===== src/core/pmst_defs.vh =====
// Constants for the management serial target
`ifndef PMST_DEFS_VH
`define PMST_DEFS_VH
`define PMST_SOF 2'b01
`define PMST_OP_READ 2'b10
`define PMST_OP_WRITE 2'b01
`define PMST_ADDR_W 5
`define PMST_DATA_W 16
`define PMST_NREGS 32
`define PMST_PAGE_REG 5'h1f
`define PMST_MMD_CTL_REG 5'h0d
`define PMST_MMD_DAT_REG 5'h0e
`define PMST_PAGE_STD 16'h0000
`define PMST_PAGE_W 2
`define PMST_CNT_OP 4'h1
`define PMST_CNT_ADDR 4'h9
`define PMST_CNT_TA 4'h1
`define PMST_CNT_DATA 4'hf
`define PMST_MCLK_MAX_KHZ 12500
`define PMST_CLK_KHZ 100000
`endif


===== src/core/pmst_regmem.v =====
// Register storage: paged banks, registered read data
`timescale 1ns/1ps
module pmst_regmem #(
    parameter AW = 7,
    parameter DW = 16
) (
    input wire clk_i,
    input wire we_i,
    input wire [AW-1:0] waddr_i,
    input wire [DW-1:0] wdata_i,
    input wire [AW-1:0] raddr_i,
    output reg [DW-1:0] rdata_o
);
    reg [DW-1:0] mem [0:(1<<AW)-1];
    always @(posedge clk_i) begin
        if (we_i) begin
            mem[waddr_i] <= wdata_i;
        end
        rdata_o <= mem[raddr_i];
    end
endmodule


===== src/core/pmst_top.v =====
// Management serial target: frame decoder, open-drain data driver, paged registers
`timescale 1ns/1ps
`include "pmst_defs.vh"
module pmst_top #(
    parameter PW = `PMST_PAGE_W
) (
    input wire clk_i,
    input wire sys_rst_i,
    input wire [4:0] phy_addr_i,
    input wire mdc_i,
    input wire mdio_i,
    output reg mdio_o,
    output reg mdio_oe_o,
    output reg write_strobe_o,
    output reg [4:0] write_reg_o,
    output reg [15:0] write_data_o
);
    localparam ST_IDLE = 3'd0;
    localparam ST_SOF = 3'd1;
    localparam ST_OP = 3'd2;
    localparam ST_ADDR = 3'd3;
    localparam ST_TA = 3'd4;
    localparam ST_DATA = 3'd5;
    localparam ST_HUNT = 3'd6;
    localparam AW = 5 + PW;
    ////////////////////////////////////////////////////////////////////////
    // Synchronisers and edge finding
    reg mdc_s1, mdc_s2, mdc_d;
    reg mdio_s1, mdio_s2;
    wire rise = mdc_s2 & ~mdc_d;
    always @(posedge clk_i or posedge sys_rst_i) begin
        if (sys_rst_i) begin
            mdc_s1 <= 1'b0;
            mdc_s2 <= 1'b0;
            mdc_d <= 1'b0;
            mdio_s1 <= 1'b1;
            mdio_s2 <= 1'b1;
        end else begin
            mdc_s1 <= mdc_i;
            mdc_s2 <= mdc_s1;
            mdc_d <= mdc_s2;
            mdio_s1 <= mdio_i;
            mdio_s2 <= mdio_s1;
        end
    end
    ////////////////////////////////////////////////////////////////////////
    // Frame state
    reg [2:0] state;
    reg [3:0] cnt;
    reg first;
    reg is_read;
    reg [14:0] shreg;
    reg match;
    reg [15:0] rd_sh;
    reg [PW-1:0] page;
    reg [15:0] mmd_ctl;
    reg load_rd;
    wire bit_in = mdio_s2;
    wire [14:0] shn = {shreg[13:0], bit_in};
    wire [4:0] reg_sel = shn[4:0];
    wire [4:0] phy_sel = shn[9:5];
    // EEE data window maps to the all-ones bank, which the top page also uses, keyed by the selected index
    function [AW-1:0] map_addr;
        input [PW-1:0] pg;
        input [4:0] ra;
        input [4:0] idx;
        begin
            if (ra == `PMST_MMD_DAT_REG) begin
                map_addr = {{PW{1'b1}}, idx};
            end else if (ra == `PMST_PAGE_REG) begin
                // Page key lives in bank zero, seen from every page
                map_addr = {{PW{1'b0}}, ra};
            end else begin
                map_addr = {pg, ra};
            end
        end
    endfunction
    wire [AW-1:0] rd_addr = map_addr(page, reg_sel, mmd_ctl[4:0]);
    wire [15:0] rd_word;
    reg we;
    reg [AW-1:0] waddr;
    reg [15:0] wdata;
    pmst_regmem #(.AW(AW), .DW(16)) u_mem (
        .clk_i(clk_i),
        .we_i(we),
        .waddr_i(waddr),
        .wdata_i(wdata),
        .raddr_i(rd_addr),
        .rdata_o(rd_word)
    );
    reg [4:0] reg_q;
    always @(posedge clk_i or posedge sys_rst_i) begin
        if (sys_rst_i) begin
            state <= ST_HUNT;
            cnt <= 4'h0;
            first <= 1'b1;
            is_read <= 1'b0;
            shreg <= 15'h0000;
            match <= 1'b0;
            rd_sh <= 16'h0000;
            page <= {PW{1'b0}};
            mmd_ctl <= 16'h0000;
            load_rd <= 1'b0;
            we <= 1'b0;
            waddr <= {AW{1'b0}};
            wdata <= 16'h0000;
            reg_q <= 5'h00;
            mdio_o <= 1'b0;
            mdio_oe_o <= 1'b0;
            write_strobe_o <= 1'b0;
            write_reg_o <= 5'h00;
            write_data_o <= 16'h0000;
        end else begin
            we <= 1'b0;
            write_strobe_o <= 1'b0;
            load_rd <= 1'b0;
            if (load_rd) begin
                rd_sh <= rd_word;
            end
            if (rise) begin
                shreg <= shn;
                cnt <= cnt - 4'h1;
                case (state)
                    ST_HUNT: begin
                        // Need two ones before the first frame, one after
                        if (bit_in) begin
                            first <= 1'b0;
                            if (!first) begin
                                state <= ST_IDLE;
                            end
                        end
                    end
                    ST_IDLE: begin
                        mdio_oe_o <= 1'b0;
                        if (!bit_in) begin
                            state <= ST_SOF;
                        end
                    end
                    ST_SOF: begin
                        if (bit_in) begin
                            state <= ST_OP;
                            cnt <= `PMST_CNT_OP;
                        end else begin
                            state <= ST_HUNT;
                        end
                    end
                    ST_OP: begin
                        if (cnt == 4'h0) begin
                            if (shn[1:0] == `PMST_OP_READ || shn[1:0] == `PMST_OP_WRITE) begin
                                is_read <= (shn[1:0] == `PMST_OP_READ);
                                state <= ST_ADDR;
                                cnt <= `PMST_CNT_ADDR;
                            end else begin
                                state <= ST_HUNT;
                            end
                        end
                    end
                    ST_ADDR: begin
                        if (cnt == 4'h0) begin
                            match <= (phy_sel == phy_addr_i);
                            reg_q <= reg_sel;
                            load_rd <= is_read;
                            state <= ST_TA;
                            cnt <= `PMST_CNT_TA;
                        end
                    end
                    ST_TA: begin
                        if (is_read && match) begin
                            if (cnt != 4'h0) begin
                                // First turnaround bit was left released; launch the zero
                                mdio_oe_o <= 1'b1;
                                mdio_o <= 1'b0;
                            end else begin
                                // Most significant data bit launched on second turnaround rise
                                mdio_oe_o <= ~rd_sh[15];
                                rd_sh <= {rd_sh[14:0], 1'b0};
                            end
                        end
                        if (cnt == 4'h0) begin
                            state <= ST_DATA;
                            cnt <= `PMST_CNT_DATA;
                        end
                    end
                    ST_DATA: begin
                        if (is_read && match && cnt != 4'h0) begin
                            // Open drain: pull low only for a zero bit
                            mdio_oe_o <= ~rd_sh[15];
                            rd_sh <= {rd_sh[14:0], 1'b0};
                        end
                        if (cnt == 4'h0) begin
                            state <= ST_IDLE;
                            if (!is_read && match) begin
                                we <= 1'b1;
                                waddr <= map_addr(page, reg_q, mmd_ctl[4:0]);
                                wdata <= {shreg[14:0], bit_in};
                                write_strobe_o <= 1'b1;
                                write_reg_o <= reg_q;
                                write_data_o <= {shreg[14:0], bit_in};
                                if (reg_q == `PMST_PAGE_REG) begin
                                    page <= {shreg[PW-2:0], bit_in};
                                end
                                if (reg_q == `PMST_MMD_CTL_REG) begin
                                    mmd_ctl <= {shreg[14:0], bit_in};
                                end
                            end
                        end
                    end
                    default: state <= ST_HUNT;
                endcase
            end
            if (state == ST_DATA && rise && cnt == 4'h0) begin
                mdio_oe_o <= 1'b0;
            end
        end
    end
endmodule


===== config.mk =====
export PLATFORM = sky130hd
export DESIGN_NAME = pmst_top
export DESIGN_NICKNAME = d
export VERILOG_FILES = /design/src/core/pmst_regmem.v /design/src/core/pmst_top.v
export VERILOG_INCLUDE_DIRS = /design/src /design/src/core
export SDC_FILE = /design/constraint.sdc
export NUM_CORES = 2
export LEC_CHECK = 0
export BUFFER_PORTS_ARGS = -buffer_cell sky130_fd_sc_hd__buf_2
export CAP_MARGIN = 30
export CORE_MARGIN = 10
export CORE_UTILIZATION = 40
export CTS_CLUSTER_SIZE = 20
export DETAILED_ROUTE_END_ITERATION = 8
export HOLD_SLACK_MARGIN = 0.02
export PLACE_DENSITY = 0.57
export SYNTH_ARGS = -nofsm -noshare
export SYNTH_HDL_FRONTEND = slang
export SYNTH_SLANG_ARGS = --single-unit

===== constraint.sdc =====
create_clock -name clk_i -period 10.2 [get_ports clk_i]
set_input_delay 2.04 -clock clk_i [delete_from_list [all_inputs] [get_ports clk_i]]
set_output_delay 2.04 -clock clk_i [all_outputs]
set_load 0.02 [all_outputs]

### Yosys cells after proc, flatten, opt, wreduce, memory -nomap -nowiden

Memory sizes are Yosys's and may differ from the RTL's. A register that Yosys moved wholly into a read port is not among the register bits.
Index checks and enable logic that the tools add are counted.

| word-level totals | value |
|---|---|
| register bits | 89 |
| bits in latches | 0 |
| bits in writable memories | 2,048 |
| bits in read-only memories | 0 |
| output and inout bits | 24 |
| word-level logic and storage cells | 110 |
| memories kept | 1 |

Memories:

| name | words | bits a word | rd ports | clocked after memory_dff | write ports | RTL line | source |
|---|---|---|---|---|---|---|---|
| u_mem.mem | 128 | 16 | 1 | 1 | 1 | pmst_regmem.v:14 | `reg [DW-1:0] mem [0:(1<<AW)-1];` |

| operators by class | value |
|---|---|
| add/sub/neg operators | 1 |
| multiply operators | 0 |
| divide/modulo/power cells | 0 |
| magnitude comparators | 0 |
| equal/unequal tests | 23 |
| shift-type cells | 0 |
| multiplexer cells | 41 |
| bitwise logic cells | 3 |
| reduce and logical (&&, ||, !) cells | 20 |

Operators by type and width:

| kind | number |
|---|---|
| $mux 16 | 5 |
| $pmux 16 s2 | 1 |
| $mux 7 | 4 |
| $mux 3 | 9 |
| $pmux 3 s7 | 1 |
| $mux 4 | 5 |
| $pmux 4 s4 | 1 |
| $eq 5x4->1 const B | 3 |
| $mux 1 | 14 |
| $ne 2x2->1 const B | 6 |
| $reduce_and 4->1 | 3 |
| $eq 5x5->1 const B | 2 |
| $reduce_and 5->1 | 2 |
| $eq 3x3->1 const B | 3 |
| $reduce_and 8->1 | 1 |
| $reduce_bool 4->1 | 2 |
| $eq 3x2->1 const B | 2 |
| $reduce_and 3->1 | 2 |
| $eq 5x5->1 | 1 |
| $logic_and 1x1->1 | 5 |
| $logic_not 4->1 | 1 |
| $sub 4x1->4 const B | 1 |
| $eq 3x1->1 const B | 1 |
| $logic_not 3->1 | 1 |
| 11 further kinds | 12 |

### Depth between registers and ports, before layout

| logic depth | value |
|---|---|
| depth after elaboration | 6 |
| mapped depth | 18 |
| depth with buffers taken out | 10 |

### By module

Synthesis repeated with hierarchy kept, for this count alone.

| unflattened totals | value |
|---|---|
| cells, all modules | 3,489 |
| area total of the unflattened synthesis | 82,619.2 um2 |

Modules (own cells, without submodules):

| module | instances | cells each | area each (um2) | seq. area each (um2) |
|---|---|---|---|---|
| pmst_regmem | 1 | 3,086 | 78,522.8 | 61,819.3 |
| pmst_top | 1 | 403 | 4,096.4 | 2,233.4 |

### Least setup slack after synthesis

No wires, ideal clock.

| timing | value |
|---|---|
| path kind | register to output |
| start point | reg, netlist name wdata[0] |
| end point | out write_data_o[0] |
| arrival time | 1.862 ns |
| required time | 8.160 ns |
| path slack | 6.298 ns |
| cell stages (with the launch flop) | 1 |
| cell sequence | dfrtp_1 |

RTL lines:

| element | RTL line | source |
|---|---|---|
| to (decl) | pmst_top.v:16 | `output reg [15:0] write_data_o` |

### Worst setup path in the final report

| timing | value |
|---|---|
| start point | reg mdio_s2, in the netlist bit_in |
| end point | reg u_mem.rdata_o[4], read port of u_mem.mem |

| between the ends | value |
|---|---|
| word-level cells in the longest chain between the ends | 3 |

RTL lines:

| element | RTL line | source |
|---|---|---|
| from (decl) | pmst_top.v:29 | `reg mdio_s1, mdio_s2;` |
| from (signal assigned) | pmst_top.v:43 | `mdio_s2 <= mdio_s1;` |
| $eq 5x5->1 (no source line) | - |  |
| $mux 7 | pmst_top.v:70 | `` end else if (ra == `PMST_PAGE_REG) begin `` |
| $mux 7 (*) | pmst_top.v:68 | `` if (ra == `PMST_MMD_DAT_REG) begin `` |
| to (decl) | pmst_regmem.v:12 | `output reg [DW-1:0] rdata_o` |

Mark *: on every way between the ends. The rest lies on a longest branch, timed or not.
A chain may end at the register's enable or synchronous reset.

==> results.ini <==
[outcome]
run_status=finished, final reports clean

[worst_setup_path]
worstPathMaxFanout=95
timing.critical_path.to=u_mem.rdata_o[4]
rr_endpoint=u_mem.rdata_o[4]
worst_setup_path_end_kind=flip-flop
crit_arrival_ns=6.62
reg2reg_slack_ns=4.39
worst_r2r_path_depth=13
crit_type=reg -> reg
worst_ep_required_time_ns=11.01
list_of_cells_traversed_by_the_critical_path=clkinv_1 > ha_1 > nand4b_4 > mux2i_4 > buf_12 > buf_12 > nand2_4 > buf_4 > a21oi_1 > nor4_1 > buf_2 > nor4_1 > and4_1
slowest_delay_ns=0.87
reg2reg_from=bit_in
cp_startpoint_kind=flip-flop
startpoint=bit_in
timing.critical_path.slowest_stage_cell=sky130_fd_sc_hd__nor4_1

[routing]
dr_total_vias=51950
met2_wirelength_mm=131.4
ant_nets=0
highest-signal-layer=met5
post_drt_via_cell_ratio=6.168
drt_iter0_markers=8230
drtPass1Iterations=8
wirelength_mm=289.1
drc=0
wl_met1_mm=109.6
met3RoutedLength_mm=32.80
post_drt_wl_per_cell_microns=34.32

[pwr]
leakagePower_nw=31.49
clock_power_share_pct=40.9
comb_power_share_pct=7.8
power.density_cell_area_nw_per_um2=200.7
swShare_pct=24.52
largest_vdd_supply_drop_uv=188.9
power_report.internal_total_mw=14.29
power_frac_seq_pct=51.4
p_switching_mw=4.644

[timing]
finalCriticalPeriod_ns=5.813
fin_skew_ns=0.05714
slew-limit-headroom_pct=16.16
tightest_slew_ns=1.258
max_freq_mhz=172.0
setup-tns-final_ns=0
timing.final.setup_violations=0
timing_hold_violations_final=0
min_period_over_period_pct=56.99
final.hold.worst_slack_ns=0.3500
rsz0062_at_grt=no
slew_viol_final=0

[clocking]
clock_tree_from_tritoncts=done
post-cts-setup-buffers=0
cts_max_level=4
clock_sink_count=2153
postCtsHoldBufs=0
cts_made_buffers=213
postCtsResizedCells=0
worst_skew_pair.late_latency_ns=0.89
clock_tree.root_cell=sky130_fd_sc_hd__clkbuf_16
clk_pin_slew_worst_paths_ns=0.06
clockBufferDepth=3

[layout]
final-seq-area_sq_um=64110
layout-drive-gt1-share_pct=14.06
multi_input_area_sq_um=17330
layout.filler_cells=17740
areaGrowthSynthToFinish_pct=14.00
finish.net_count=5558

[placement]
dp_hpwl_mm=175.3
globalplace.congestion=0.9057
port-buffer-count=31

[yosys]
netlist-cell-type-count=82
synth_sequential_area_ratio_pct=77.41
postSynth.topFlopCell=sky130_fd_sc_hd__edfxtp_1
synth_nets=5347
postSynthRegisterBits=2153
syn_area_per_cell_sq_um=15.51
netlist_area_sq_um=82750
synth_top_area_share_pct=74.32
syn_inst=5335
synth-edff-count=2048
synth_top_cells_by_area=sky130_fd_sc_hd__edfxtp_1, sky130_fd_sc_hd__nand2_1, sky130_fd_sc_hd__dfrtp_1, sky130_fd_sc_hd__a21oi_1, sky130_fd_sc_hd__mux2i_1
yosys_warnings=0
async_flop_share_pct=4.134
synth_top_area_cell=sky130_fd_sc_hd__edfxtp_1

[floorplanning]
fp.coreArea_sq_um=205200
starting_density_pct=40.32
die-height_microns=474.8
num_rows=166
area_of_the_die_sq_um=225500
die-width_microns=474.8
ioPinCount=33

[global_route]
wire_length_of_the_first_global_routing_pass_mm=398.2
first_global_vias=49040
grt.total_usage_pct=24.91
globalRoute.totalOverflow=0
grt_antenna_before_repair=16
largest_net_degree_at_the_start_of_global_routing=128

[hold_path]
holdCritPathClass=reg -> reg

[flow_run]
max_cap_viol_count=0

## cell type report
class,instances,share of cell area (%)
repair buffers,334,2.810
well taps,2688,3.565
clock buffers,272,5.949
multi-input cells,2830,18.37
flip-flops and latches,2153,67.96
diodes,3,0.007958
clock inverters,129,1.279
inverters,14,0.05836
## cells by family (layout without fill, tap and decap cells)
kind of cell	Yosys count	count (layout)	share of synthesized area [%]
DFF	2153	2153	77.41
other	1	4	0.004532
muxes	265	265	4.058
AOI/OAI and AO/OA	1104	1104	8.903
adders and majority gates	3	3	0.04537
and+or+nand+nor	1451	1451	7.442
buffers and inverters	352	749	2.078
xor gates and xnor gates	6	6	0.06351
## how the worst min path moves through the flow
stage                     cells past startpoint  slack [ns]  startpoint  endpoint
final                                         0        0.35      mdc_s1    mdc_s2
after global routing                          0        0.36      mdc_s1    mdc_s2
after CTS                                     0        0.35      mdc_s1    mdc_s2
after detailed placement                      0        0.34      mdc_s1    mdc_s2
after global placement                        0        0.33      mdc_s1    mdc_s2
after floorplan                               0        0.33      mdc_s1    mdc_s2
## cell usage in the layout (no fill, tap or decap), types with 17 or more instances in the layout
cell                        count
sky130_fd_sc_hd__a22o_1        28
sky130_fd_sc_hd__clkinv_1      53
sky130_fd_sc_hd__mux4_2        52
sky130_fd_sc_hd__a221o_1      117
sky130_fd_sc_hd__nand3_1       96
sky130_fd_sc_hd__clkbuf_16    213
sky130_fd_sc_hd__a2111oi_0     36
sky130_fd_sc_hd__o211ai_1      26
sky130_fd_sc_hd__nor2_1       128
sky130_fd_sc_hd__o22ai_1       67
sky130_fd_sc_hd__clkbuf_1      53
sky130_fd_sc_hd__dfrtp_1       68
sky130_fd_sc_hd__o21ai_0      100
sky130_fd_sc_hd__a21oi_1      403
sky130_fd_sc_hd__mux2i_1      193
sky130_fd_sc_hd__a22oi_1       29
sky130_fd_sc_hd__or4_1         17
sky130_fd_sc_hd__nor3_1        63
sky130_fd_sc_hd__nor4_1        42
sky130_fd_sc_hd__a221oi_1      59
sky130_fd_sc_hd__nor2_2        23
sky130_fd_sc_hd__nand4_1       21
sky130_fd_sc_hd__edfxtp_1    2048
sky130_fd_sc_hd__a31oi_1      112
sky130_fd_sc_hd__nand2_1      957
sky130_fd_sc_hd__buf_4        275
sky130_fd_sc_hd__clkinv_2      43
sky130_fd_sc_hd__a211oi_1      43
sky130_fd_sc_hd__buf_2         36
## power by group through the flow
stage | clock (mW) | sequential, mW | combinational (mW)
final | 7.74 | 9.73 | 1.47
after global routing | 8.14 | 9.73 | 1.51
after CTS | 7.81 | 9.72 | 1.44
after detailed placement | 0 | 9.91 | 1.43
after global placement | 0 | 9.91 | 1.43
after floorplan | 0 | 9.87 | 0.818
## cell usage after synthesis (all sizes together) (5+ instances only)
library cell	n
a2111oi	39
a211o	7
a211oi	45
a21oi	404
a221o	117
a221oi	59
a222oi	12
a22o	28
a22oi	29
a31oi	112
a32oi	5
and2	6
and3	11
buf	207
clkbuf	131
dfrtp	84
dfstp	5
dfxtp	16
edfxtp	2048
inv	13
mux2	18
mux2i	195
mux4	52
nand2	965
nand2b	12
nand3	99
nand4	21
nor2	156
nor2b	11
nor3	80
nor4	50
o2111ai	10
o211ai	26
o21ai	103
o221ai	7
o22ai	67
o31ai	5
o32ai	5
or3	6
or4	17
## layer usage
metal	global-route usage [%]	up-vias
li1	-	21190
met1	33.08	26890
met2	38.52	3284
met3	6.194	581
met4	11.63	8
met5	0	-
## state kept, by name, indices dropped and copies added, names as in the netlist, 2 cells and up
| signal | flops |
|---|---|
| shreg | 15 |
| write_reg_o | 5 |
| rd_sh | 16 |
| wdata | 16 |
| u_mem.rdata_o | 16 |
| mmd_ctl | 5 |
| state | 3 |
| page | 2 |
| cnt | 4 |
| u_mem.mem | 2048 |
| waddr | 7 |
| reg_q | 5 |
## metrics by stage
stage | cells | instance area, sq um | utilization, % | total power [mW] | setup WS, ns
2_1_floorplan | 5335 | 82750 | - | 10.69 | 5.861
3_3_place_gp | 7992 | 87170 | 42.48 | 11.33 | 4.534
3_5_place_dp | 8016 | 87470 | 42.62 | 11.34 | 4.537
4_1_cts | 8417 | 94290 | 45.95 | 18.98 | 4.546
5_1_grt | 8422 | 94330 | 45.97 | 19.38 | 4.269
6_report | 8423 | 94340 | 45.97 | 18.93 | 4.387
## critical path, delay by kind of cell (launching register included)
| kind | cells | cell delay, ns |
|---|---|---|
| AND/OR/NAND/NOR | 5 | 2.01 |
| buffers and inverters | 5 | 1.93 |
| flip-flops | 1 | 0.67 |
| AO/OA/AOI/OAI | 1 | 0.40 |
| adder cells (fa/ha/maj) | 1 | 0.33 |
| multiplexers | 1 | 0.29 |
Power figures use the tool's default switching activity.
